$ cat config.mk
export PLATFORM = sky130hd
export DESIGN_NAME = lvds_sample_timing_controller
export DESIGN_NICKNAME = d
export VERILOG_FILES = /design/src/rtl/lvds_align_pkg.sv /design/src/rtl/ctrl_tick_if.sv /design/src/rtl/ctrl_tick_gen.sv /design/src/rtl/lvds_sample_timing_controller.sv
export VERILOG_INCLUDE_DIRS = /design/src /design/src/rtl
export SDC_FILE = /design/constraint.sdc
export NUM_CORES = 1
export LEC_CHECK = 0
export BUFFER_PORTS_ARGS = -buffer_cell sky130_fd_sc_hd__buf_2
export CAP_MARGIN = 20
export CORE_MARGIN = 4
export CORE_UTILIZATION = 66
export CTS_CLUSTER_DIAMETER = 150
export CTS_CLUSTER_SIZE = 10
export DETAILED_ROUTE_END_ITERATION = 8
export PLACE_DENSITY = 0.83
export SYNTH_ARGS = -nofsm -noshare
export SYNTH_HDL_FRONTEND = slang
export SYNTH_SLANG_ARGS = --single-unit
$ cat constraint.sdc
create_clock -name clk -period 17.74 [get_ports clk]
set_clock_uncertainty 0.15 [all_clocks]
set_input_delay 0.887 -clock clk [delete_from_list [all_inputs] [get_ports clk]]
set_output_delay 0.887 -clock clk [all_outputs]
set_load 0.01 [all_outputs]
$ cat src/rtl/lvds_align_regs.svh
/*
  Register offsets, field positions, reset values and timing figures
  of the sample timing controller.
  Assumes it is included by bare name from the design files.
*/
`ifndef LVDS_ALIGN_REGS_SVH
`define LVDS_ALIGN_REGS_SVH

// Register offsets on the serial register port
`define REG_IRQ 5'h01
`define REG_PROBE 5'h04
`define REG_SDCHK 5'h05
`define REG_IMODE 5'h06
`define REG_SMODE 5'h08
`define REG_DIV 5'h16

// Interrupt register fields
`define IRQ_IN_FLAG 7
`define IRQ_SY_FLAG 6
`define IRQ_IN_EN 3
`define IRQ_SY_EN 2

// Probe register fields
`define PROBE_SETUP_HI 7
`define PROBE_SETUP_LO 4
`define PROBE_HOLD_HI 3
`define PROBE_HOLD_LO 0

// Sample delay register fields
`define SAMP_HI 7
`define SAMP_LO 4
`define CHECK_BIT 0

// Input controller mode fields
`define MODE_WATCH 7
`define MODE_AUTO 6
`define MODE_FLT_HI 5
`define MODE_FLT_LO 2
`define MODE_THR_HI 1
`define MODE_THR_LO 0

// Divider field and base exponent
`define DIV_HI 3
`define DIV_LO 0
`define DIV_BASE 5'h04

// Reset values
`define RST_BYTE 8'h00
`define RST_NIB 4'h0

// Filter figures
`define FLT_MAX 4'hC
`define FRAC_BITS 12
`define PROBE_LAST 4'hF

// Delay step size in ps, realised by the analog delay lines
`define STEP_PS 80

`endif

$ cat src/rtl/lvds_align_pkg.sv
/*
  Types shared by the sample timing controller files.
  Assumes nothing of its surroundings.
*/
package lvds_align_pkg;

  // Eye search sequencer states
  typedef enum logic [2:0] {
    ST_IDLE = 3'h0,
    ST_SETUP = 3'h1,
    ST_HOLD = 3'h2,
    ST_EVAL = 3'h3,
    ST_HALT = 3'h4
  } seq_state_t;

endpackage

$ cat src/rtl/ctrl_tick_if.sv
/*
  Carrier between the controller and its clock divider.
  Assumes one clock domain; the tick is a one-cycle enable.
*/
`timescale 1ns/1ps
interface ctrl_tick_if;
  logic [3:0] div; // Divider exponent field
  logic tick; // One pulse per controller clock period

  // Divider side
  modport src (input div, output tick);
  // Controller side
  modport sink (output div, input tick);
endinterface

$ cat src/rtl/ctrl_tick_gen.sv
/*
  Controller clock divider: one tick every 2^(div+4) converter cycles.
  Assumes clk is the converter clock and ce freezes the count.
*/
`timescale 1ns/1ps
`include "lvds_align_regs.svh"
module ctrl_tick_gen #(
  parameter int CW = 20
) (
  // Clock and reset
  input wire logic clk,
  input wire logic rst,
  input wire logic ce,
  // Divider carrier
  ctrl_tick_if.src tk
);

  logic [CW-1:0] cnt_r; // Cycles within the current period
  logic [CW-1:0] last; // Final count of the period

  // Period length minus one, from the divider exponent
  always_comb begin
    last = (CW'(1) << (5'(tk.div) + `DIV_BASE)) - CW'(1);
  end

  // Free running period counter
  always_ff @(posedge clk or posedge rst) begin
    if (rst) begin
      cnt_r <= '0;
    end else if (ce) begin
      if (cnt_r >= last) begin
        cnt_r <= '0;
      end else begin
        cnt_r <= cnt_r + CW'(1);
      end
    end
  end

  // Tick marks the last cycle of each period
  assign tk.tick = ce && (cnt_r >= last);

endmodule

$ cat src/rtl/lvds_sample_timing_controller.sv
/*
  Data eye alignment controller for the double-rate sample bus input:
  register port, probe and sample delay settings, check bit, eye search
  sequencer with averaging filter, modes and interrupt logic.
  Assumes the analog delay lines sit outside and that every input is
  synchronous to clk; probe_sample is the strobe's look at the clock copy.
*/
`timescale 1ns/1ps
`include "lvds_align_regs.svh"
module lvds_sample_timing_controller #(
  parameter int BUS_W = 14,
  parameter int DIV_CW = 20
) (
  // Clock, reset, enable
  input wire logic clk,
  input wire logic rst,
  input wire logic ce,
  // Register port
  input wire logic reg_sel,
  input wire logic reg_we,
  input wire logic [4:0] reg_addr,
  input wire logic [7:0] reg_wdata,
  output logic [7:0] reg_rdata,
  output logic reg_rvalid,
  // Sample bus and converter side
  input wire logic [BUS_W-1:0] sample_bus,
  input wire logic data_sample_strobe,
  output logic [BUS_W-1:0] converter_word,
  // Delay line settings and probe result
  input wire logic probe_sample,
  output logic [3:0] sample_delay,
  output logic [3:0] setup_probe_delay,
  output logic [3:0] hold_probe_delay,
  // Sync controller hooks
  input wire logic sync_alarm,
  output logic [7:0] sync_mode,
  // Interrupt request
  output logic irq
);

  localparam int FW = 18; // Filter word width

  ctrl_tick_if tk (); // Divider carrier
  logic tick; // Controller clock enable

  // Registers
  logic [3:0] div_exp_r; // Divider exponent
  logic [7:0] probe_r; // Manual probe delays
  logic [3:0] samp_dly_r; // Sample delay
  logic check_r; // Check bit
  logic [7:0] imode_r; // Input controller mode
  logic [7:0] smode_r; // Sync controller mode
  logic en_in_r, en_sy_r; // Interrupt enables
  logic flag_in_r, flag_sy_r; // Interrupt flags
  logic low_in_r, low_sy_r; // Enable low for a full period

  // Sequencer
  lvds_align_pkg::seq_state_t st_r; // Eye search state
  logic [3:0] pc_r; // Probe count under test
  logic [3:0] setup_cnt_r, hold_cnt_r; // Measured setup and hold counts
  logic signed [FW-1:0] avg_r; // Filtered eye offset, fixed point

  // Capture pair
  logic [BUS_W-1:0] word_a_r, word_b_r; // Last two captured words
  logic pick_r; // Which word goes out

  // Decoded controls
  logic wr, watch, auto_md;
  logic [3:0] flt_eff;
  logic signed [5:0] diff;
  logic signed [FW-1:0] err_fx, avg_nxt, mag, thr_fx, rnd;
  logic signed [5:0] corr;
  logic signed [6:0] samp_dly_sum;
  logic [3:0] samp_dly_nxt;
  logic exceed;

  assign tk.div = div_exp_r;
  assign tick = tk.tick;

  // Controller clock divider
  ctrl_tick_gen #(.CW(DIV_CW)) u_div (
    .clk(clk),
    .rst(rst),
    .ce(ce),
    .tk(tk.src)
  );

  // Mode decode
  always_comb begin
    wr = ce && reg_sel && reg_we;
    watch = imode_r[`MODE_WATCH];
    auto_md = watch && imode_r[`MODE_AUTO];
    flt_eff = imode_r[`MODE_FLT_HI:`MODE_FLT_LO];
    if (flt_eff > `FLT_MAX) begin
      flt_eff = `FLT_MAX;
    end
  end

  // Averaging filter and threshold test on the fresh measurement
  always_comb begin
    diff = $signed({2'b00, hold_cnt_r}) - $signed({2'b00, setup_cnt_r});
    err_fx = $signed({{(FW-6){diff[5]}}, diff}) <<< (`FRAC_BITS - 1);
    avg_nxt = avg_r + ((err_fx - avg_r) >>> flt_eff);
    mag = avg_nxt[FW-1] ? -avg_nxt : avg_nxt;
    thr_fx = $signed(FW'(imode_r[`MODE_THR_HI:`MODE_THR_LO])
      << `FRAC_BITS);
    exceed = mag > thr_fx;
    rnd = (avg_nxt + $signed(FW'(1) << (`FRAC_BITS - 1))) >>> `FRAC_BITS;
    corr = rnd[5:0];
    samp_dly_sum = $signed({3'b000, samp_dly_r}) + $signed({corr[5], corr});
    if (samp_dly_sum < 0) begin
      samp_dly_nxt = `RST_NIB;
    end else if (samp_dly_sum > $signed({3'b000, `PROBE_LAST})) begin
      samp_dly_nxt = `PROBE_LAST;
    end else begin
      samp_dly_nxt = samp_dly_sum[3:0];
    end
  end

  // Host configuration registers
  always_ff @(posedge clk or posedge rst) begin
    if (rst) begin
      div_exp_r <= `RST_NIB;
      probe_r <= `RST_BYTE;
      imode_r <= `RST_BYTE;
      smode_r <= `RST_BYTE;
      en_in_r <= 1'b0;
      en_sy_r <= 1'b0;
    end else if (wr) begin
      unique case (reg_addr)
        `REG_DIV: div_exp_r <= reg_wdata[`DIV_HI:`DIV_LO];
        `REG_PROBE: probe_r <= reg_wdata;
        `REG_IMODE: imode_r <= reg_wdata;
        `REG_SMODE: smode_r <= reg_wdata;
        `REG_IRQ: begin
          en_in_r <= reg_wdata[`IRQ_IN_EN];
          en_sy_r <= reg_wdata[`IRQ_SY_EN];
        end
        default: begin
          // Unmapped offsets, and the sample delay offset written in its own block
        end
      endcase
    end
  end

  // Sample delay: host writes, auto mode loads its correction
  always_ff @(posedge clk or posedge rst) begin
    if (rst) begin
      samp_dly_r <= `RST_NIB;
    end else if (wr && reg_addr == `REG_SDCHK) begin
      samp_dly_r <= reg_wdata[`SAMP_HI:`SAMP_LO];
    end else if (tick && st_r == lvds_align_pkg::ST_EVAL && auto_md
                 && exceed) begin
      samp_dly_r <= samp_dly_nxt;
    end
  end

  // Check bit resampled every controller period
  always_ff @(posedge clk or posedge rst) begin
    if (rst) begin
      check_r <= 1'b0;
    end else if (tick) begin
      check_r <= probe_sample;
    end
  end

  // Eye search sequencer, active only in watch or auto mode
  always_ff @(posedge clk or posedge rst) begin
    if (rst) begin
      st_r <= lvds_align_pkg::ST_IDLE;
      pc_r <= `RST_NIB;
      setup_cnt_r <= `RST_NIB;
      hold_cnt_r <= `RST_NIB;
      avg_r <= '0;
    end else if (tick) begin
      if (!watch) begin
        st_r <= lvds_align_pkg::ST_IDLE;
        pc_r <= `RST_NIB;
        avg_r <= '0;
      end else begin
        unique case (st_r)
          lvds_align_pkg::ST_IDLE: begin
            st_r <= lvds_align_pkg::ST_SETUP;
            pc_r <= `RST_NIB;
          end
          lvds_align_pkg::ST_SETUP: begin
            // Walk setup probe until the check drops
            if (!probe_sample || pc_r == `PROBE_LAST) begin
              setup_cnt_r <= pc_r;
              pc_r <= `RST_NIB;
              st_r <= lvds_align_pkg::ST_HOLD;
            end else begin
              pc_r <= pc_r + 4'h1;
            end
          end
          lvds_align_pkg::ST_HOLD: begin
            // Walk hold probe until the check drops
            if (!probe_sample || pc_r == `PROBE_LAST) begin
              hold_cnt_r <= pc_r;
              pc_r <= `RST_NIB;
              st_r <= lvds_align_pkg::ST_EVAL;
            end else begin
              pc_r <= pc_r + 4'h1;
            end
          end
          lvds_align_pkg::ST_EVAL: begin
            if (exceed && auto_md) begin
              avg_r <= '0;
              st_r <= lvds_align_pkg::ST_SETUP;
            end else if (exceed) begin
              avg_r <= avg_nxt;
              st_r <= lvds_align_pkg::ST_HALT;
            end else begin
              avg_r <= avg_nxt;
              st_r <= lvds_align_pkg::ST_SETUP;
            end
          end
          lvds_align_pkg::ST_HALT: begin
            // Stopped until the watch bit is cleared
          end
          default: st_r <= lvds_align_pkg::ST_IDLE;
        endcase
      end
    end
  end

  // Enable held low through a whole controller period
  always_ff @(posedge clk or posedge rst) begin
    if (rst) begin
      low_in_r <= 1'b0;
      low_sy_r <= 1'b0;
    end else if (ce) begin
      low_in_r <= en_in_r ? 1'b0 : (tick ? 1'b1 : low_in_r);
      low_sy_r <= en_sy_r ? 1'b0 : (tick ? 1'b1 : low_sy_r);
    end
  end

  // Interrupt flags; a new event wins over the clear
  always_ff @(posedge clk or posedge rst) begin
    if (rst) begin
      flag_in_r <= 1'b0;
      flag_sy_r <= 1'b0;
    end else if (ce) begin
      if (tick && st_r == lvds_align_pkg::ST_EVAL && watch && !auto_md
          && exceed) begin
        flag_in_r <= 1'b1;
      end else if (tick && !en_in_r && low_in_r) begin
        flag_in_r <= 1'b0;
      end
      if (sync_alarm) begin
        flag_sy_r <= 1'b1;
      end else if (tick && !en_sy_r && low_sy_r) begin
        flag_sy_r <= 1'b0;
      end
    end
  end

  // Delay outputs: probes manual from registers, else from the sequencer; sample delay always from its register
  always_ff @(posedge clk or posedge rst) begin
    if (rst) begin
      setup_probe_delay <= `RST_NIB;
      hold_probe_delay <= `RST_NIB;
      sample_delay <= `RST_NIB;
      irq <= 1'b0;
    end else if (ce) begin
      sample_delay <= samp_dly_r;
      irq <= (flag_in_r && en_in_r) || (flag_sy_r && en_sy_r);
      if (!watch) begin
        setup_probe_delay <= probe_r[`PROBE_SETUP_HI:`PROBE_SETUP_LO];
        hold_probe_delay <= probe_r[`PROBE_HOLD_HI:`PROBE_HOLD_LO];
      end else begin
        setup_probe_delay <= (st_r == lvds_align_pkg::ST_SETUP) ? pc_r
          : `RST_NIB;
        hold_probe_delay <= (st_r == lvds_align_pkg::ST_HOLD) ? pc_r
          : `RST_NIB;
      end
    end
  end

  // Capture pair; output keeps alternating if the strobe stops
  always_ff @(posedge clk or posedge rst) begin
    if (rst) begin
      word_a_r <= '0;
      word_b_r <= '0;
      pick_r <= 1'b0;
      converter_word <= '0;
    end else if (ce) begin
      if (data_sample_strobe) begin
        word_a_r <= word_b_r;
        word_b_r <= sample_bus;
      end
      pick_r <= ~pick_r;
      converter_word <= pick_r ? word_b_r : word_a_r;
    end
  end

  // Register read port, data one cycle after the access
  always_ff @(posedge clk or posedge rst) begin
    if (rst) begin
      reg_rdata <= `RST_BYTE;
      reg_rvalid <= 1'b0;
    end else if (ce) begin
      reg_rvalid <= reg_sel && !reg_we;
      if (reg_sel && !reg_we) begin
        unique case (reg_addr)
          `REG_IRQ: reg_rdata <= {flag_in_r, flag_sy_r, 2'b00,
                                  en_in_r, en_sy_r, 2'b00};
          `REG_PROBE: reg_rdata <= probe_r;
          `REG_SDCHK: reg_rdata <= {samp_dly_r, 3'b000, check_r};
          `REG_IMODE: reg_rdata <= imode_r;
          `REG_SMODE: reg_rdata <= smode_r;
          `REG_DIV: reg_rdata <= {4'h0, div_exp_r};
          default: reg_rdata <= `RST_BYTE;
        endcase
      end
    end
  end

  assign sync_mode = smode_r;

  logic [DIV_CW-1:0] gap_r; // Enabled cycles since the last tick
  always_ff @(posedge clk or posedge rst) begin
    if (rst) begin
      gap_r <= '0;
    end else if (ce) begin
      gap_r <= tick ? '0 : gap_r + DIV_CW'(1);
    end
  end
endmodule

* Yosys cells after proc, flatten, opt, wreduce, memory -nomap -nowiden
Cells that the tools add are included.
** Operators by class
- Shift operators :: 2
- Eq/ne operators :: 16
- Bitwise gates (word level) :: 1
- Multiplexer cells :: 32
- Add/subtract/negate cells :: 10
- Order comparisons :: 5
- Reductions and logical operators :: 49
** Operator list (number)
- $mux W18 :: 4
- $pmux W8 S6 :: 1
- $mux W4 :: 11
- $reduce_and A2 Y1 :: 13
- $add A20 B1 Y20 const B :: 1
- $ge A20 B20 Y1 :: 1
- $mux W20 :: 1
- $shl A1 B5 Y20 const A :: 1
- $sub A20 B2 Y20 const B :: 1
- $logic_and A1 B1 Y1 :: 19
- $add A18 B13 Y18 const B :: 1
- $add A18 B18 Y18 :: 1
- $gt A18 B15 Y1 :: 1
- $neg A18 Y18 :: 1
- $sshr A18 B4 Y18 :: 1
- $sub A16 B18 Y18 :: 1
- $eq A5 B3 Y1 const B :: 3
- $mux W3 :: 5
- $pmux W3 S5 :: 1
- $mux W14 :: 1
- $reduce_and A4 Y1 :: 3
- $reduce_bool A2 Y1 :: 5
- $pmux W4 S2 :: 1
- $add A5 B6 Y7 :: 1
- 23 further kinds :: 36
** Word-level totals
- Output and inout port bits :: 44
- Input port bits :: 35
- Word-level logic and storage cells :: 143
- Bits in registers :: 157

* Logic depth before layout (Yosys ltp)
Gate-level depths: netlist of the first run.
- Depth in word-level cells :: 11
- Gate-level depth with buffers :: 37

* Hierarchy
Synthesis of the first run repeated with hierarchy kept, for this count alone.
** Second synthesis, totals
- Cells, all modules :: 1220
- Area total of the unflattened synthesis :: 11125.7 um^2
** Modules (own cells, without submodules)
- lvds_sample_timing_controller :: area an instance 9235.1 um^2, cells each 997, seq. area each 3428.3 um^2, times used 1
- ctrl_tick_gen :: area an instance 1890.6 um^2, cells each 223, seq. area each 500.5 um^2, times used 1

* Worst setup path before layout of the first run
OpenSTA, ideal clock, no wires.
- Kind :: register to register
- Start point :: register setup_cnt_r[0]
- End point :: register samp_dly_r[0]
- Library setup time :: 0.125 ns
- Stages on the path, launching flop included :: 35
- Buffers on the path :: 0
- Arrival time :: 7.341 ns
- Period minus slack after synthesis :: 7.616 ns
- Path slack :: 10.124 ns
- Path through :: dfrtp_1 ha_1 fa_1 nor2b_1 o21a_1 nor2_1 ha_1 or2_2 a2111oi_0 nor2_1 o311ai_4 xnor2_1 o21ai_0 o311ai_0 o21ai_0 a21oi_1 ha_1 a21o_1 a221o_1 a221oi_1 xnor2_1 ha_1 inv_1 nor4b_1 nand2_1 xnor2_1 ha_1 nand2_1 nor2_1 a211oi_1 or2_2 o21ai_0 nor2b_1 o21ai_0 mux2_4
** Between the ends
- Word-level cells in the longest chain between the ends :: 11
- Elaborated cells on any way between the ends :: 17
- Those cells by class :: add/sub: 6; order compare: 3; shift: 1; mux: 5; reduce/logical: 2
** RTL lines
- from (decl) :: RTL line lvds_sample_timing_controller.sv:60 : logic [3:0] setup_cnt_r, hold_cnt_r;
- from (signal assigned) :: RTL line lvds_sample_timing_controller.sv:172 : setup_cnt_r <= `RST_NIB;
- from (signal assigned) :: RTL line lvds_sample_timing_controller.sv:189 : setup_cnt_r <= pc_r;
- $sub A4 B4 Y5 (*) :: RTL line lvds_sample_timing_controller.sv:101 : diff = $signed({2'b00, hold_cnt_r}) - $signed({2'b00, setup_cnt_r});
- $sub A16 B18 Y18 (*) :: RTL line lvds_sample_timing_controller.sv:103 : avg_nxt = avg_r + ((err_fx - avg_r) >>> flt_eff);
- $sshr A18 B4 Y18 (*) :: RTL line lvds_sample_timing_controller.sv:103
- $add A18 B18 Y18 (*) :: RTL line lvds_sample_timing_controller.sv:103
- $add A18 B13 Y18 :: RTL line lvds_sample_timing_controller.sv:108 : rnd = (avg_nxt + $signed(FW'(1) << (`FRAC_BITS - 1))) >>> `FRAC_BITS;
- $add A5 B6 Y7 :: RTL line lvds_sample_timing_controller.sv:110 : samp_dly_sum = $signed({3'b000, samp_dly_r}) + $signed({corr[5], corr});
- $gt A7 B5 Y1 :: RTL line lvds_sample_timing_controller.sv:113 : end else if (samp_dly_sum > $signed({3'b000, `PROBE_LAST})) begin
- $mux W4 :: RTL line lvds_sample_timing_controller.sv:113
- $mux W4 :: RTL line lvds_sample_timing_controller.sv:111 : if (samp_dly_sum < 0) begin
- $mux W4 :: RTL line lvds_sample_timing_controller.sv:152 : end else if (tick && st_r == lvds_align_pkg::ST_EVAL && auto_md
- $mux W4 :: RTL line lvds_sample_timing_controller.sv:150 : end else if (wr && reg_addr == `REG_SDCHK) begin
- to (signal assigned) :: RTL line lvds_sample_timing_controller.sv:149 : samp_dly_r <= `RST_NIB;
- to (signal assigned) :: RTL line lvds_sample_timing_controller.sv:151 : samp_dly_r <= reg_wdata[`SAMP_HI:`SAMP_LO];
- to (signal assigned) :: RTL line lvds_sample_timing_controller.sv:154 : samp_dly_r <= samp_dly_nxt;
- to (decl) :: RTL line lvds_sample_timing_controller.sv:49 : logic [3:0] samp_dly_r;
Every way passes the cells marked *; elsewhere a longest branch is shown, timed or not. The select of a mux whose other input is x is not followed.
A chain may end at the register's enable or synchronous reset.

* Worst setup path after layout of the first run
Same ends and word-level chain as after synthesis.

==> impl_metrics.prom, run 1 <==
# TYPE chip_impl_metric gauge
chip_impl_metric{name="ant_nets",unit=""} 0
chip_impl_metric{name="data_required_time_of_the_critical_path",unit="ns"} 17.90
chip_impl_metric{name="globalRouteMet1Util",unit="%"} 44.54
chip_impl_metric{name="synthToLayoutAreaGrowth",unit="%"} 9.667
chip_impl_metric{name="power.share.switching",unit="%"} 32.32
chip_impl_metric{name="critical_path_arrival",unit="ns"} 8.79
chip_impl_metric{name="die_x",unit="um"} 136.5
chip_impl_metric{name="buffer_ports.inserted",unit=""} 78
chip_impl_metric{name="path_max_fanout",unit=""} 7
chip_impl_metric{name="power_density",unit="nW/um^2"} 86.35
chip_impl_metric{name="cts.reportedPaths.clkPinSlew",unit="ns"} 0.07
chip_impl_metric{name="synth.ff_latch_count",unit=""} 157
chip_impl_metric{name="max_cap_violations",unit=""} 0
chip_impl_metric{name="timing.slew.headroom",unit="%"} 37.00
chip_impl_metric{name="synthCells",unit=""} 1199
chip_impl_metric{name="post-dp-hpwl",unit="um"} 19880
chip_impl_metric{name="pre_cts_ws",unit="ns"} 9.250
chip_impl_metric{name="detail_route.first_pass.iterations",unit=""} 8
chip_impl_metric{name="seq_area_frac_synth",unit="%"} 36.05
chip_impl_metric{name="share_clk_of_total_power",unit="%"} 35.7
chip_impl_metric{name="drive_above_1_share",unit="%"} 18.10
chip_impl_metric{name="min_period",unit="ns"} 8.632
chip_impl_info{name="run_status",value="finished, violations left"} 1
chip_impl_metric{name="wirelength",unit="um"} 27990
chip_impl_metric{name="switchingPower",unit="uW"} 333.6
chip_impl_info{name="tritoncts",value="done"} 1
chip_impl_metric{name="cts.hold.buffers_added",unit=""} 0
chip_impl_metric{name="clk_latency",unit="ns"} 0.43
chip_impl_metric{name="postSynthAreaPerCell",unit="um^2"} 9.089
chip_impl_info{name="setup.worst_path.start_class",value="flip-flop"} 1
chip_impl_metric{name="htree_levels",unit=""} 4
chip_impl_metric{name="asyncSetResetFlopFracSynth",unit="%"} 100.0
chip_impl_info{name="postSynth.topFlopCell",value="sky130_fd_sc_hd__dfrtp_1"} 1
chip_impl_metric{name="report.final.hold_viol_count",unit=""} 0
chip_impl_metric{name="yosysWarnings",unit=""} 0
chip_impl_metric{name="die_area",unit="um^2"} 18630
chip_impl_metric{name="antenna_violations_before_repair",unit=""} 1
chip_impl_metric{name="drc_errors",unit=""} 4
chip_impl_metric{name="detailed_route_via_count",unit=""} 9506
chip_impl_metric{name="cts.sinks",unit=""} 157
chip_impl_metric{name="internal_power",unit="uW"} 698.5
chip_impl_metric{name="post-place-cells",unit=""} 1443
chip_impl_metric{name="via_per_inst",unit=""} 6.440
chip_impl_metric{name="cts_max_path_buffers",unit=""} 2
chip_impl_info{name="setup.worst_path.end_class",value="flip-flop"} 1
chip_impl_metric{name="drt_iter0_drc",unit=""} 920
chip_impl_metric{name="synth_nets",unit=""} 1299
chip_impl_metric{name="gp_routability_congestion",unit=""} 0.9810
chip_impl_metric{name="gr-usage-all-layers",unit="%"} 30.51
chip_impl_metric{name="global_route.usage.met2",unit="%"} 46.80
chip_impl_metric{name="post-route-worst-setup-slack",unit="ns"} 9.108
chip_impl_metric{name="edff_count_synth",unit=""} 0
chip_impl_metric{name="io_pins",unit=""} 79
chip_impl_metric{name="routed_wire_length_per_instance",unit="um"} 18.96
chip_impl_metric{name="p_comb_share",unit="%"} 22.0
chip_impl_metric{name="worst-slew-pin-transition",unit="ns"} 0.9449
chip_impl_info{name="cts-root-buf",value="sky130_fd_sc_hd__clkbuf_16"} 1
chip_impl_metric{name="rows",unit=""} 46
chip_impl_metric{name="grt_overflow_total",unit=""} 0
chip_impl_metric{name="dieHeight",unit="um"} 136.5
chip_impl_metric{name="vdd.ir_drop.worst",unit="V"} 0.00008052
chip_impl_metric{name="setup-tns-final",unit="ns"} 0
chip_impl_metric{name="report.final.slew_viol_count",unit=""} 0
chip_impl_metric{name="num-nets-final",unit=""} 1347
chip_impl_info{name="cell_with_the_most_instances_on_the_worst_path",value="sky130_fd_sc_hd__ha_1"} 1
chip_impl_metric{name="report.final.setup_viol",unit=""} 0
chip_impl_metric{name="critical_path.max_stage_delay",unit="ns"} 0.59
chip_impl_metric{name="grt_pass1_wl",unit="um"} 45260
chip_impl_info{name="top_usage_layer",value="met2"} 1
chip_impl_metric{name="grt_start_max_net_pins",unit=""} 106
chip_impl_metric{name="cts-resized-gates",unit=""} 0
chip_impl_metric{name="global_route_met3_utilization",unit="%"} 5.625
chip_impl_metric{name="tritoncts.num_buffers",unit=""} 17
chip_impl_info{name="violations",value="design-rule violations"} 1
chip_impl_metric{name="final_cycle_share",unit="%"} 48.66
chip_impl_metric{name="antenna_diode_instance_count",unit=""} 0
chip_impl_metric{name="post-cts-setup-buffers",unit=""} 0
chip_impl_metric{name="floorplan.core_area",unit="um^2"} 16060
chip_impl_metric{name="pwr-share-seq",unit="%"} 42.4
chip_impl_info{name="worstHoldPathType",value="flip-flop to flip-flop"} 1
chip_impl_metric{name="leakage",unit="uW"} 0.005629
chip_impl_info{name="grt_setup_unrepaired",value="false"} 1
chip_impl_metric{name="achievable-frequency",unit="MHz"} 115.8
chip_impl_metric{name="synth.cell_area",unit="um^2"} 10900
chip_impl_metric{name="initial_utilization",unit="%"} 67.87
chip_impl_info{name="most_common_cell_after_layout_fill_and_taps_aside",value="sky130_fd_sc_hd__dfrtp_1"} 1
chip_impl_metric{name="first_global_vias",unit=""} 8866
chip_impl_info{name="critical-path-slowest-cell",value="sky130_fd_sc_hd__a221oi_1"} 1
chip_impl_metric{name="instances_no_fill",unit=""} 1476
chip_impl_metric{name="yosys.cell_types.count",unit=""} 84
chip_impl_info{name="worstSetupPathType",value="flip-flop to flip-flop"} 1
chip_impl_info{name="most_frequent_cells_in_the_layout",value="sky130_fd_sc_hd__dfrtp_1, sky130_fd_sc_hd__nor2_1, sky130_fd_sc_hd__a21oi_1, sky130_fd_sc_hd__nand2_1"} 1
-- power groups by stage --
stage                     Sequential (uW)  Combinational [uW]  Clock (uW)
after global placement                440                 214           0
final                                 437                 227         368
after detailed placement              442                 221           0
after floorplan                       430                 169           0
after global routing                  443                 251         383
after CTS                             436                 225         368
-- worst max-delay path: cells and delay by family (launching register included) --
family | cells | cell delay [ns]
simple gates | 8 | 1.33
compound gates | 11 | 2.67
mux | 3 | 0.73
fa+ha+maj | 7 | 2.24
xor+xnor | 3 | 0.92
flops | 1 | 0.38
buf+inv | 2 | 0.11
-- worst paths after layout --
kind	cells past startpoint	slack [ns]	end	start
min	2	0.35	reg_rdata[2]$_DFFE_PP0P_	reg_rdata[2]$_DFFE_PP0P_
min in group asynchronous	2	0.50	converter_word[7]$_DFFE_PP0P_	rst
max in group asynchronous	3	15.66	imode_r[6]$_DFFE_PP0P_	rst
max	34	9.11	samp_dly_r[0]$_DFFE_PP0P_	setup_cnt_r[0]$_DFFE_PP0P_
max reg2reg	34	9.11	samp_dly_r[0]$_DFFE_PP0P_	setup_cnt_r[0]$_DFFE_PP0P_
min reg2reg	2	0.35	reg_rdata[2]$_DFFE_PP0P_	reg_rdata[2]$_DFFE_PP0P_
-- area by class of cell --
| cell class | instances | area, um^2 |
|---|---|---|
| flip-flops and latches | 157 | 3929 |
| fillers | 1166 | 4106 |
| well taps | 216 | 270.3 |
| multi-input cells | 930 | 6491 |
| clock buffers | 18 | 439.2 |
| clock inverters | 14 | 152.6 |
| repair buffers | 86 | 457.9 |
| inverters | 55 | 211.5 |
-- kinds of logic (layout without fill, tap and decap cells) --
group | after synthesis | count (layout) | share of synthesized area, %
buffers and inverters | 112 | 173 | 4.386
and+or+nand+nor | 380 | 380 | 17.38
muxes | 110 | 110 | 11.01
AOI/OAI and AO/OA | 326 | 326 | 19.50
DFF | 157 | 157 | 36.05
xor gates and xnor gates | 49 | 49 | 4.007
adders and majority gates | 65 | 65 | 7.669
-- cells in the mapped netlist (11+ instances only) --
| cell type | n | area share, % |
|---|---|---|
| sky130_fd_sc_hd__mux2i_1 | 34 | 3.1 |
| sky130_fd_sc_hd__dfrtp_1 | 157 | 36 |
| sky130_fd_sc_hd__xor2_1 | 26 | 2.1 |
| sky130_fd_sc_hd__nor2b_1 | 17 | 0.98 |
| sky130_fd_sc_hd__a22o_1 | 22 | 1.8 |
| sky130_fd_sc_hd__and2_1 | 11 | 0.63 |
| sky130_fd_sc_hd__a21oi_1 | 110 | 5.1 |
| sky130_fd_sc_hd__nor2_1 | 127 | 4.4 |
| sky130_fd_sc_hd__a221oi_1 | 11 | 0.88 |
| sky130_fd_sc_hd__or2_2 | 11 | 0.63 |
| sky130_fd_sc_hd__o21ai_0 | 78 | 3.6 |
| sky130_fd_sc_hd__nand2b_1 | 11 | 0.63 |
| sky130_fd_sc_hd__clkbuf_1 | 36 | 1.2 |
| sky130_fd_sc_hd__nand2_1 | 90 | 3.1 |
| sky130_fd_sc_hd__ha_1 | 62 | 7.1 |
| sky130_fd_sc_hd__a21o_1 | 15 | 1.0 |
| sky130_fd_sc_hd__inv_1 | 55 | 1.9 |
| sky130_fd_sc_hd__nand3_1 | 25 | 1.1 |
| sky130_fd_sc_hd__nor3_1 | 19 | 0.87 |
| sky130_fd_sc_hd__a211oi_1 | 13 | 0.90 |
| sky130_fd_sc_hd__mux2_2 | 75 | 7.7 |
| sky130_fd_sc_hd__xnor2_1 | 22 | 1.8 |
-- flip-flops by register name, indices dropped and copies added, names as in the netlist, 8 cells and up --
register and count:
avg_r 18, converter_word 14, imode_r 8, probe_r 8
reg_rdata 8, sync_mode 8, u_div.cnt_r 20, word_a_r 14
word_b_r 14
-- through the flow --
step / hold WS, ns / total power (uW) / instance area (um^2) / util (%)
final: 0.3492 / 1032 / 11950 / 74.43
after global placement: 0.3128 / 654.0 / 11340 / 70.65
after CTS: 0.3527 / 1030 / 11940 / 74.33
after global routing: 0.3742 / 1077 / 11950 / 74.43
after floorplan: 0.3178 / 599.2 / 10900 / -
after detailed placement: 0.3375 / 662.7 / 11340 / 70.65
-- metal layers --
metal | vias to the layer above | share of wire, %
met2 | 423 | 46
met5 | - | 0.039
li1 | 4461 | -
met3 | 52 | 7.9
met4 | 2 | 2.0
met1 | 4568 | 44
Power figures use the tool's default switching activity.
==> run 2: changes to the inputs <==
Settings changed: CORE_UTILIZATION 66 to 62, PLACE_DENSITY 0.83 to 0.79.
Clock period 17.74 ns to 9.02 ns, I/O delays scaled along.
==> run 2 against run 1 <==
  * The flow now finishes without violations
  * Flip-flop and latch count unchanged
  * Hold slack got worse by 0.28 ns
  * Highest routed layer unchanged
  * First-iteration DRC count shrank 25%
==> impl_metrics.prom, run 2 (synthesized netlist as in run 1, its figures left out) <==
# TYPE chip_impl_metric gauge
chip_impl_info{name="cts-root-buf",value="sky130_fd_sc_hd__clkbuf_16"} 1
chip_impl_metric{name="initial_utilization",unit="%"} 63.23
chip_impl_metric{name="clk_latency",unit="ns"} 0.43
chip_impl_info{name="top_usage_layer",value="met2"} 1
chip_impl_metric{name="timing.slew.headroom",unit="%"} 30.21
chip_impl_metric{name="largest_register_ffs",unit=""} 20
chip_impl_metric{name="antenna_diode_instance_count",unit=""} 0
chip_impl_metric{name="power_density",unit="nW/um^2"} 167.7
chip_impl_info{name="setup.worst_path.end_class",value="flip-flop"} 1
chip_impl_info{name="largest_register",value="u_div.cnt_r"} 1
chip_impl_metric{name="die_area",unit="um^2"} 19760
chip_impl_metric{name="max_cap_violations",unit=""} 0
chip_impl_metric{name="gr-usage-all-layers",unit="%"} 28.22
chip_impl_metric{name="htree_levels",unit=""} 4
chip_impl_metric{name="detailed_route_via_count",unit=""} 9330
chip_impl_metric{name="drive_above_1_share",unit="%"} 18.53
chip_impl_metric{name="first_global_vias",unit=""} 8800
chip_impl_metric{name="gp_routability_congestion",unit=""} 0.9226
chip_impl_metric{name="grt_pass1_wl",unit="um"} 45370
chip_impl_metric{name="routed_wire_length_per_instance",unit="um"} 18.47
chip_impl_info{name="run_status",value="complete, no violations"} 1
chip_impl_metric{name="path_max_fanout",unit=""} 7
chip_impl_metric{name="instances_no_fill",unit=""} 1488
chip_impl_info{name="worstSetupPathType",value="flip-flop to flip-flop"} 1
chip_impl_metric{name="grt_start_max_net_pins",unit=""} 98
chip_impl_metric{name="report.final.slew_viol_count",unit=""} 0
chip_impl_metric{name="die_x",unit="um"} 140.6
chip_impl_info{name="regToRegEndpoint",value="samp_dly_r[0]$_DFFE_PP0P_"} 1
chip_impl_metric{name="achievable-frequency",unit="MHz"} 119.8
chip_impl_info{name="critical-path-slowest-cell",value="sky130_fd_sc_hd__a221oi_2"} 1
chip_impl_metric{name="report.final.setup_viol",unit=""} 0
chip_impl_metric{name="io_pins",unit=""} 79
chip_impl_info{name="cell_with_the_most_instances_on_the_worst_path",value="sky130_fd_sc_hd__ha_1"} 1
chip_impl_metric{name="timing.hold.ws",unit="ns"} 0.06678
chip_impl_info{name="r2r-start",value="setup_cnt_r[0]$_DFFE_PP0P_"} 1
chip_impl_info{name="most_common_cell_after_layout_fill_and_taps_aside",value="sky130_fd_sc_hd__dfrtp_1"} 1
chip_impl_metric{name="rows",unit=""} 48
chip_impl_metric{name="tritoncts.num_buffers",unit=""} 17
chip_impl_metric{name="final_cycle_share",unit="%"} 92.55
chip_impl_info{name="most_frequent_cells_in_the_layout",value="sky130_fd_sc_hd__dfrtp_1, sky130_fd_sc_hd__nor2_1, sky130_fd_sc_hd__a21oi_1, sky130_fd_sc_hd__nand2_1, sky130_fd_sc_hd__buf_2"} 1
chip_impl_metric{name="global_route.usage.met2",unit="%"} 42.77
chip_impl_info{name="tritoncts",value="done"} 1
chip_impl_metric{name="floorplan.core_area",unit="um^2"} 17240
chip_impl_info{name="setup.worst_path.start_class",value="flip-flop"} 1
chip_impl_metric{name="cts.sinks",unit=""} 157
chip_impl_metric{name="worstRegToRegCells",unit=""} 34
chip_impl_metric{name="post-place-cells",unit=""} 1454
chip_impl_metric{name="leakage",unit="uW"} 0.005661
chip_impl_metric{name="drc_errors",unit=""} 0
chip_impl_metric{name="data_required_time_of_the_critical_path",unit="ns"} 9.18
chip_impl_metric{name="cts.hold.buffers_added",unit=""} 0
chip_impl_metric{name="global_route_met3_utilization",unit="%"} 5.224
chip_impl_metric{name="setup-tns-final",unit="ns"} 0
chip_impl_metric{name="cts.reportedPaths.clkPinSlew",unit="ns"} 0.07
chip_impl_metric{name="grt_overflow_total",unit=""} 0
chip_impl_metric{name="ant_nets",unit=""} 0
chip_impl_metric{name="post-dp-hpwl",unit="um"} 19970
chip_impl_metric{name="antenna_violations_before_repair",unit=""} 1
chip_impl_metric{name="critical_path.max_stage_delay",unit="ns"} 0.45
chip_impl_metric{name="wirelength",unit="um"} 27480
chip_impl_metric{name="final_core_utilization",unit="%"} 69.71
chip_impl_metric{name="dieHeight",unit="um"} 140.6
chip_impl_metric{name="via_per_inst",unit=""} 6.270
chip_impl_metric{name="num-nets-final",unit=""} 1350
chip_impl_metric{name="synthToLayoutAreaGrowth",unit="%"} 10.25
chip_impl_info{name="biggestRegsByFlops",value="u_div.cnt_r: 20 flops, avg_r: 18 flops"} 1
chip_impl_metric{name="number_of_fill_cells",unit=""} 1301
chip_impl_metric{name="drt_iter0_drc",unit=""} 693
chip_impl_metric{name="min_period",unit="ns"} 8.348
chip_impl_info{name="worstHoldPathType",value="input pin to asynchronous set/reset pin"} 1
chip_impl_metric{name="worst-r2r-setup-slack",unit="ns"} 0.67
chip_impl_metric{name="cts_max_path_buffers",unit=""} 2
chip_impl_metric{name="report.final.hold_viol_count",unit=""} 0
chip_impl_metric{name="buffer_ports.inserted",unit=""} 78
chip_impl_metric{name="detail_route.first_pass.iterations",unit=""} 5
chip_impl_metric{name="globalRouteMet1Util",unit="%"} 40.72
chip_impl_metric{name="vdd.ir_drop.worst",unit="V"} 0.0001714
chip_impl_metric{name="worst-slew-pin-transition",unit="ns"} 1.047
chip_impl_metric{name="critical_path_arrival",unit="ns"} 8.51
-- run 2: metal layers --
metal  vias to the layer above  routed length, um  part of all wire, %
met2                       341              12570                   46
met3                        57               1715                  6.2
met4                         2                774                  2.8
met5                         -                 11                0.040
li1                       4453                  -                    -
met1                      4477              12410                   45
-- run 2: worst max path at each step --
| stage | cells after the start | startpoint | endpoint |
|---|---|---|---|
| after CTS | 34 | setup_cnt_r[0]$_DFFE_PP0P_ | samp_dly_r[0]$_DFFE_PP0P_ |
| after global placement | 34 | setup_cnt_r[0]$_DFFE_PP0P_ | samp_dly_r[0]$_DFFE_PP0P_ |
| after global routing | 35 | hold_cnt_r[0]$_DFFE_PP0P_ | samp_dly_r[0]$_DFFE_PP0P_ |
| after detailed placement | 34 | setup_cnt_r[0]$_DFFE_PP0P_ | samp_dly_r[0]$_DFFE_PP0P_ |
| after floorplan | 34 | setup_cnt_r[0]$_DFFE_PP0P_ | samp_dly_r[0]$_DFFE_PP0P_ |
| final | 34 | setup_cnt_r[0]$_DFFE_PP0P_ | samp_dly_r[0]$_DFFE_PP0P_ |
-- run 2: cell type report --
| type | instances | area [um^2] | area share, % |
|---|---|---|---|
| Inverter | 55 | 211.5 | 1.760 |
| Timing Repair Buffer | 89 | 505.5 | 4.207 |
| Sequential cell | 157 | 3929 | 32.70 |
| Multi-Input combinational cell | 930 | 6507 | 54.16 |
| Clock buffer | 19 | 452.9 | 3.770 |
| Tap cell | 225 | 281.5 | 2.343 |
| Clock inverter | 13 | 127.6 | 1.062 |
-- run 2: critical path: cells and delay by family, from the launching register on --
kind | cells | cell delay (ns)
buffers and inverters | 1 | 0.07
DFF | 1 | 0.39
AOI/OAI and AO/OA | 13 | 2.93
muxes | 1 | 0.27
adders and majority gates | 6 | 1.86
and+or+nand+nor | 10 | 1.79
xor gates and xnor gates | 3 | 0.76
-- run 2: repair_timing --
action | CTS | global route
endpoints found under the hold margin | 0 | 0
setup endpoints to repair | 0 | 22
setup buffers | 0 | 1
gates resized for setup | 0 | 4
-- run 2: through the flow --
stage | instance area [um^2] | worst slack (ns) | total power, uW
floorplan | 10900 | 1.404 | 1178
global placement | 11370 | 0.8589 | 1293
detailed placement | 11370 | 0.4520 | 1307
CTS | 11950 | 0.3681 | 2015
global route | 12020 | -0.002881 | 2117
finish | 12020 | 0.6716 | 2015
-- run 2: where the power goes --
part | leakage [uW] | total (uW) | switching, uW | internal [uW]
registers | 0.00200 | 859 | 80.9 | 778
logic | 0.00337 | 445 | 245 | 200
clock network | 0.000283 | 711 | 310 | 401
total | 0.00566 | 2010 | 636 | 1380
==> run 3: changes to the inputs <==
Settings changed: REMOVE_ABC_BUFFERS set to 1.
==> run 3 against run 2 <==
  * Global-route usage shrank 1.0 points
  * Critical path type unchanged
  * Maximum frequency grew 0.17%
  * Critical path depth unchanged
  * Sequential share of layout area fell by 0.098 points
  * Register-to-register slack barely moved
  * Largest power group unchanged
  * Die area unchanged
  * Core utilization increased by 0.21 points
  * Critical endpoint unchanged
  * Final cell count is the same
==> impl_metrics.prom, run 3 (synthesized netlist as in run 1, its figures left out) <==
# TYPE chip_impl_metric gauge
chip_impl_info{name="run_status",value="complete, no violations"} 1
chip_impl_metric{name="drc_errors",unit=""} 0
chip_impl_metric{name="report.final.hold_viol_count",unit=""} 0
chip_impl_info{name="critical-path-slowest-cell",value="sky130_fd_sc_hd__a2111oi_0"} 1
chip_impl_metric{name="timing.slew.headroom",unit="%"} 31.01
chip_impl_metric{name="initial_utilization",unit="%"} 63.23
chip_impl_info{name="most_common_cell_after_layout_fill_and_taps_aside",value="sky130_fd_sc_hd__dfrtp_1"} 1
chip_impl_metric{name="drive_above_1_share",unit="%"} 18.45
chip_impl_metric{name="worst-slew-pin-transition",unit="ns"} 1.024
chip_impl_info{name="grt_setup_unrepaired",value="false"} 1
chip_impl_metric{name="pre_cts_ws",unit="ns"} 0.6417
chip_impl_info{name="worstSetupPathType",value="flip-flop to flip-flop"} 1
chip_impl_metric{name="fin_total_pwr",unit="uW"} 2062
chip_impl_metric{name="worst-r2r-setup-slack",unit="ns"} 0.69
chip_impl_info{name="largest_register",value="u_div.cnt_r"} 1
chip_impl_metric{name="num-nets-final",unit=""} 1350
chip_impl_metric{name="power_density",unit="nW/um^2"} 171.1
chip_impl_metric{name="first_global_vias",unit=""} 8884
chip_impl_info{name="setup.worst_path.end_class",value="flip-flop"} 1
chip_impl_metric{name="vdd.ir_drop.worst",unit="V"} 0.0001803
chip_impl_metric{name="final_cycle_share",unit="%"} 92.40
chip_impl_info{name="regToRegEndpoint",value="samp_dly_r[0]$_DFFE_PP0P_"} 1
chip_impl_metric{name="gp_routability_congestion",unit=""} 0.9089
chip_impl_metric{name="grt_start_max_net_pins",unit=""} 96
chip_impl_info{name="critPathCapture",value="samp_dly_r[0]$_DFFE_PP0P_"} 1
chip_impl_metric{name="wirelength",unit="um"} 26550
chip_impl_metric{name="report.final.slew_viol_count",unit=""} 0
chip_impl_metric{name="post-route-worst-setup-slack",unit="ns"} 0.6858
chip_impl_info{name="setup.worst_path.start_class",value="flip-flop"} 1
chip_impl_metric{name="report.final.setup_viol",unit=""} 0
chip_impl_metric{name="largest_register_ffs",unit=""} 20
chip_impl_metric{name="grt_pass1_wl",unit="um"} 44150
chip_impl_metric{name="drt_iter0_drc",unit=""} 774
chip_impl_info{name="worstHoldPathType",value="input pin to asynchronous set/reset pin"} 1
chip_impl_info{name="r2r-start",value="setup_cnt_r[0]$_DFFE_PP0P_"} 1
chip_impl_metric{name="max_cap_violations",unit=""} 0
chip_impl_metric{name="post-dp-hpwl",unit="um"} 19000
chip_impl_metric{name="achievable-frequency",unit="MHz"} 120.0
chip_impl_info{name="cp-startpoint",value="setup_cnt_r[0]$_DFFE_PP0P_"} 1
chip_impl_info{name="most_frequent_cells_in_the_layout",value="sky130_fd_sc_hd__dfrtp_1, sky130_fd_sc_hd__nor2_1, sky130_fd_sc_hd__a21oi_1, sky130_fd_sc_hd__nand2_1"} 1
chip_impl_metric{name="data_required_time_of_the_critical_path",unit="ns"} 9.19
chip_impl_metric{name="die_x",unit="um"} 140.6
chip_impl_info{name="tritoncts",value="done"} 1
chip_impl_metric{name="via_per_inst",unit=""} 6.209
chip_impl_metric{name="detail_route.first_pass.iterations",unit=""} 5
chip_impl_metric{name="cts_max_path_buffers",unit=""} 2
chip_impl_metric{name="antenna_violations_before_repair",unit=""} 1
chip_impl_metric{name="setup-tns-final",unit="ns"} 0
chip_impl_metric{name="detailed_route_via_count",unit=""} 9239
chip_impl_metric{name="cts.sinks",unit=""} 157
chip_impl_metric{name="rows",unit=""} 48
chip_impl_metric{name="cts.reportedPaths.clkPinSlew",unit="ns"} 0.08
chip_impl_metric{name="dieHeight",unit="um"} 140.6
chip_impl_metric{name="io_pins",unit=""} 79
chip_impl_metric{name="synthToLayoutAreaGrowth",unit="%"} 10.59
chip_impl_metric{name="path_max_fanout",unit=""} 7
chip_impl_metric{name="final_core_utilization",unit="%"} 69.92
chip_impl_metric{name="floorplan.core_area",unit="um^2"} 17240
chip_impl_info{name="biggestRegsByFlops",value="u_div.cnt_r: 20 flops, avg_r: 18 flops"} 1
chip_impl_metric{name="clk_latency",unit="ns"} 0.43
chip_impl_metric{name="tritoncts.num_buffers",unit=""} 17
chip_impl_info{name="cell_with_the_most_instances_on_the_worst_path",value="sky130_fd_sc_hd__ha_1"} 1
chip_impl_metric{name="ant_nets",unit=""} 0
chip_impl_metric{name="gr-usage-all-layers",unit="%"} 27.22
chip_impl_info{name="cts-root-buf",value="sky130_fd_sc_hd__clkbuf_16"} 1
chip_impl_metric{name="routed_wire_length_per_instance",unit="um"} 17.84
chip_impl_metric{name="critical_path_arrival",unit="ns"} 8.50
chip_impl_metric{name="min_period",unit="ns"} 8.334
chip_impl_metric{name="htree_levels",unit=""} 4
chip_impl_metric{name="die_area",unit="um^2"} 19760
chip_impl_metric{name="leakage",unit="uW"} 0.005679
chip_impl_metric{name="worstRegToRegCells",unit=""} 34
chip_impl_metric{name="antenna_diode_instance_count",unit=""} 0
chip_impl_metric{name="buffer_ports.inserted",unit=""} 78
chip_impl_metric{name="critical_path.max_stage_delay",unit="ns"} 0.45
chip_impl_metric{name="grt_overflow_total",unit=""} 0
==> run 3: cell types whose count changed in the layout (fill, tap and decap cells not counted), sizes merged <==
cell / previous run / this run
inv: 61 / 64
clkbuf: 19 / 17
clkinv: 4 / 6
clkinvlp: 2 / 0
bufinv: 1 / 0
==> run 3: repair_timing <==
item | 4_1_cts | 5_1_grt
setup buffers | 0 | 0
setup endpoints to repair | 0 | 2
resized for setup | 0 | 2
hold buffers | 0 | 0
==> run 3: critical path: cells and delay by family, from the launching register on <==
kind	cells	cell delay [ns]
muxes	1	0.27
DFF	1	0.38
adders and majority gates	6	1.88
xor gates and xnor gates	3	0.74
buffers and inverters	1	0.07
AOI/OAI and AO/OA	13	2.88
and+or+nand+nor	10	1.84
==> run 3: report_power, final <==
group | leakage, uW | total, uW | internal [uW] | switching, uW
clock | 0.000308 | 764 | 390 | 374
combinational | 0.00337 | 442 | 200 | 241
sequential | 0.00200 | 857 | 777 | 79.8
total | 0.00568 | 2060 | 1370 | 695
==> run 3: layout make-up <==
cell class	count	area [um^2]
clock buffer	17	425.4
clock inverter	15	219.0
fill	1293	5185
inverter	55	211.5
multi-input combinational	930	6505
sequential	157	3929
tap	225	281.5
timing repair buffer	89	480.5
==> run 3: stage by stage <==
step / area (um^2) / hold WS (ns) / cells
floorplan: 10630 / 0.3178 / 1142
global placement: 11380 / 0.3180 / 1455
detailed placement: 11380 / 0.3161 / 1455
CTS: 12020 / 0.07350 / 1487
global route: 12050 / 0.07762 / 1488
finish: 12050 / 0.02313 / 1488
==> run 3: per-layer routing <==
layer	share of wire, %	wire (um)	vias up	track usage [%]
met1	45	11910	4477	37.28
met5	0.026	7	-	0
met4	2.3	606	2	8.567
met2	47	12490	271	42.97
met3	5.8	1535	51	6.750
li1	-	-	4438	-
==> run 3: worst min path at each step <==
stage                             start                       endpoint  slack [ns]  cells past startpoint
2_1_floorplan       en_sy_r$_DFFE_PP0P_           low_sy_r$_DFFE_PP0P_        0.32                      1
3_3_place_gp   reg_rdata[2]$_DFFE_PP0P_       reg_rdata[2]$_DFFE_PP0P_        0.32                      2
3_5_place_dp   reg_rdata[4]$_DFFE_PP0P_       reg_rdata[4]$_DFFE_PP0P_        0.32                      2
4_1_cts                             rst  converter_word[0]$_DFFE_PP0P_        0.07                      2
5_1_grt                  sample_bus[12]       word_b_r[12]$_DFFE_PP0P_        0.08                      2
6_report                            rst  converter_word[0]$_DFFE_PP0P_        0.02                      2
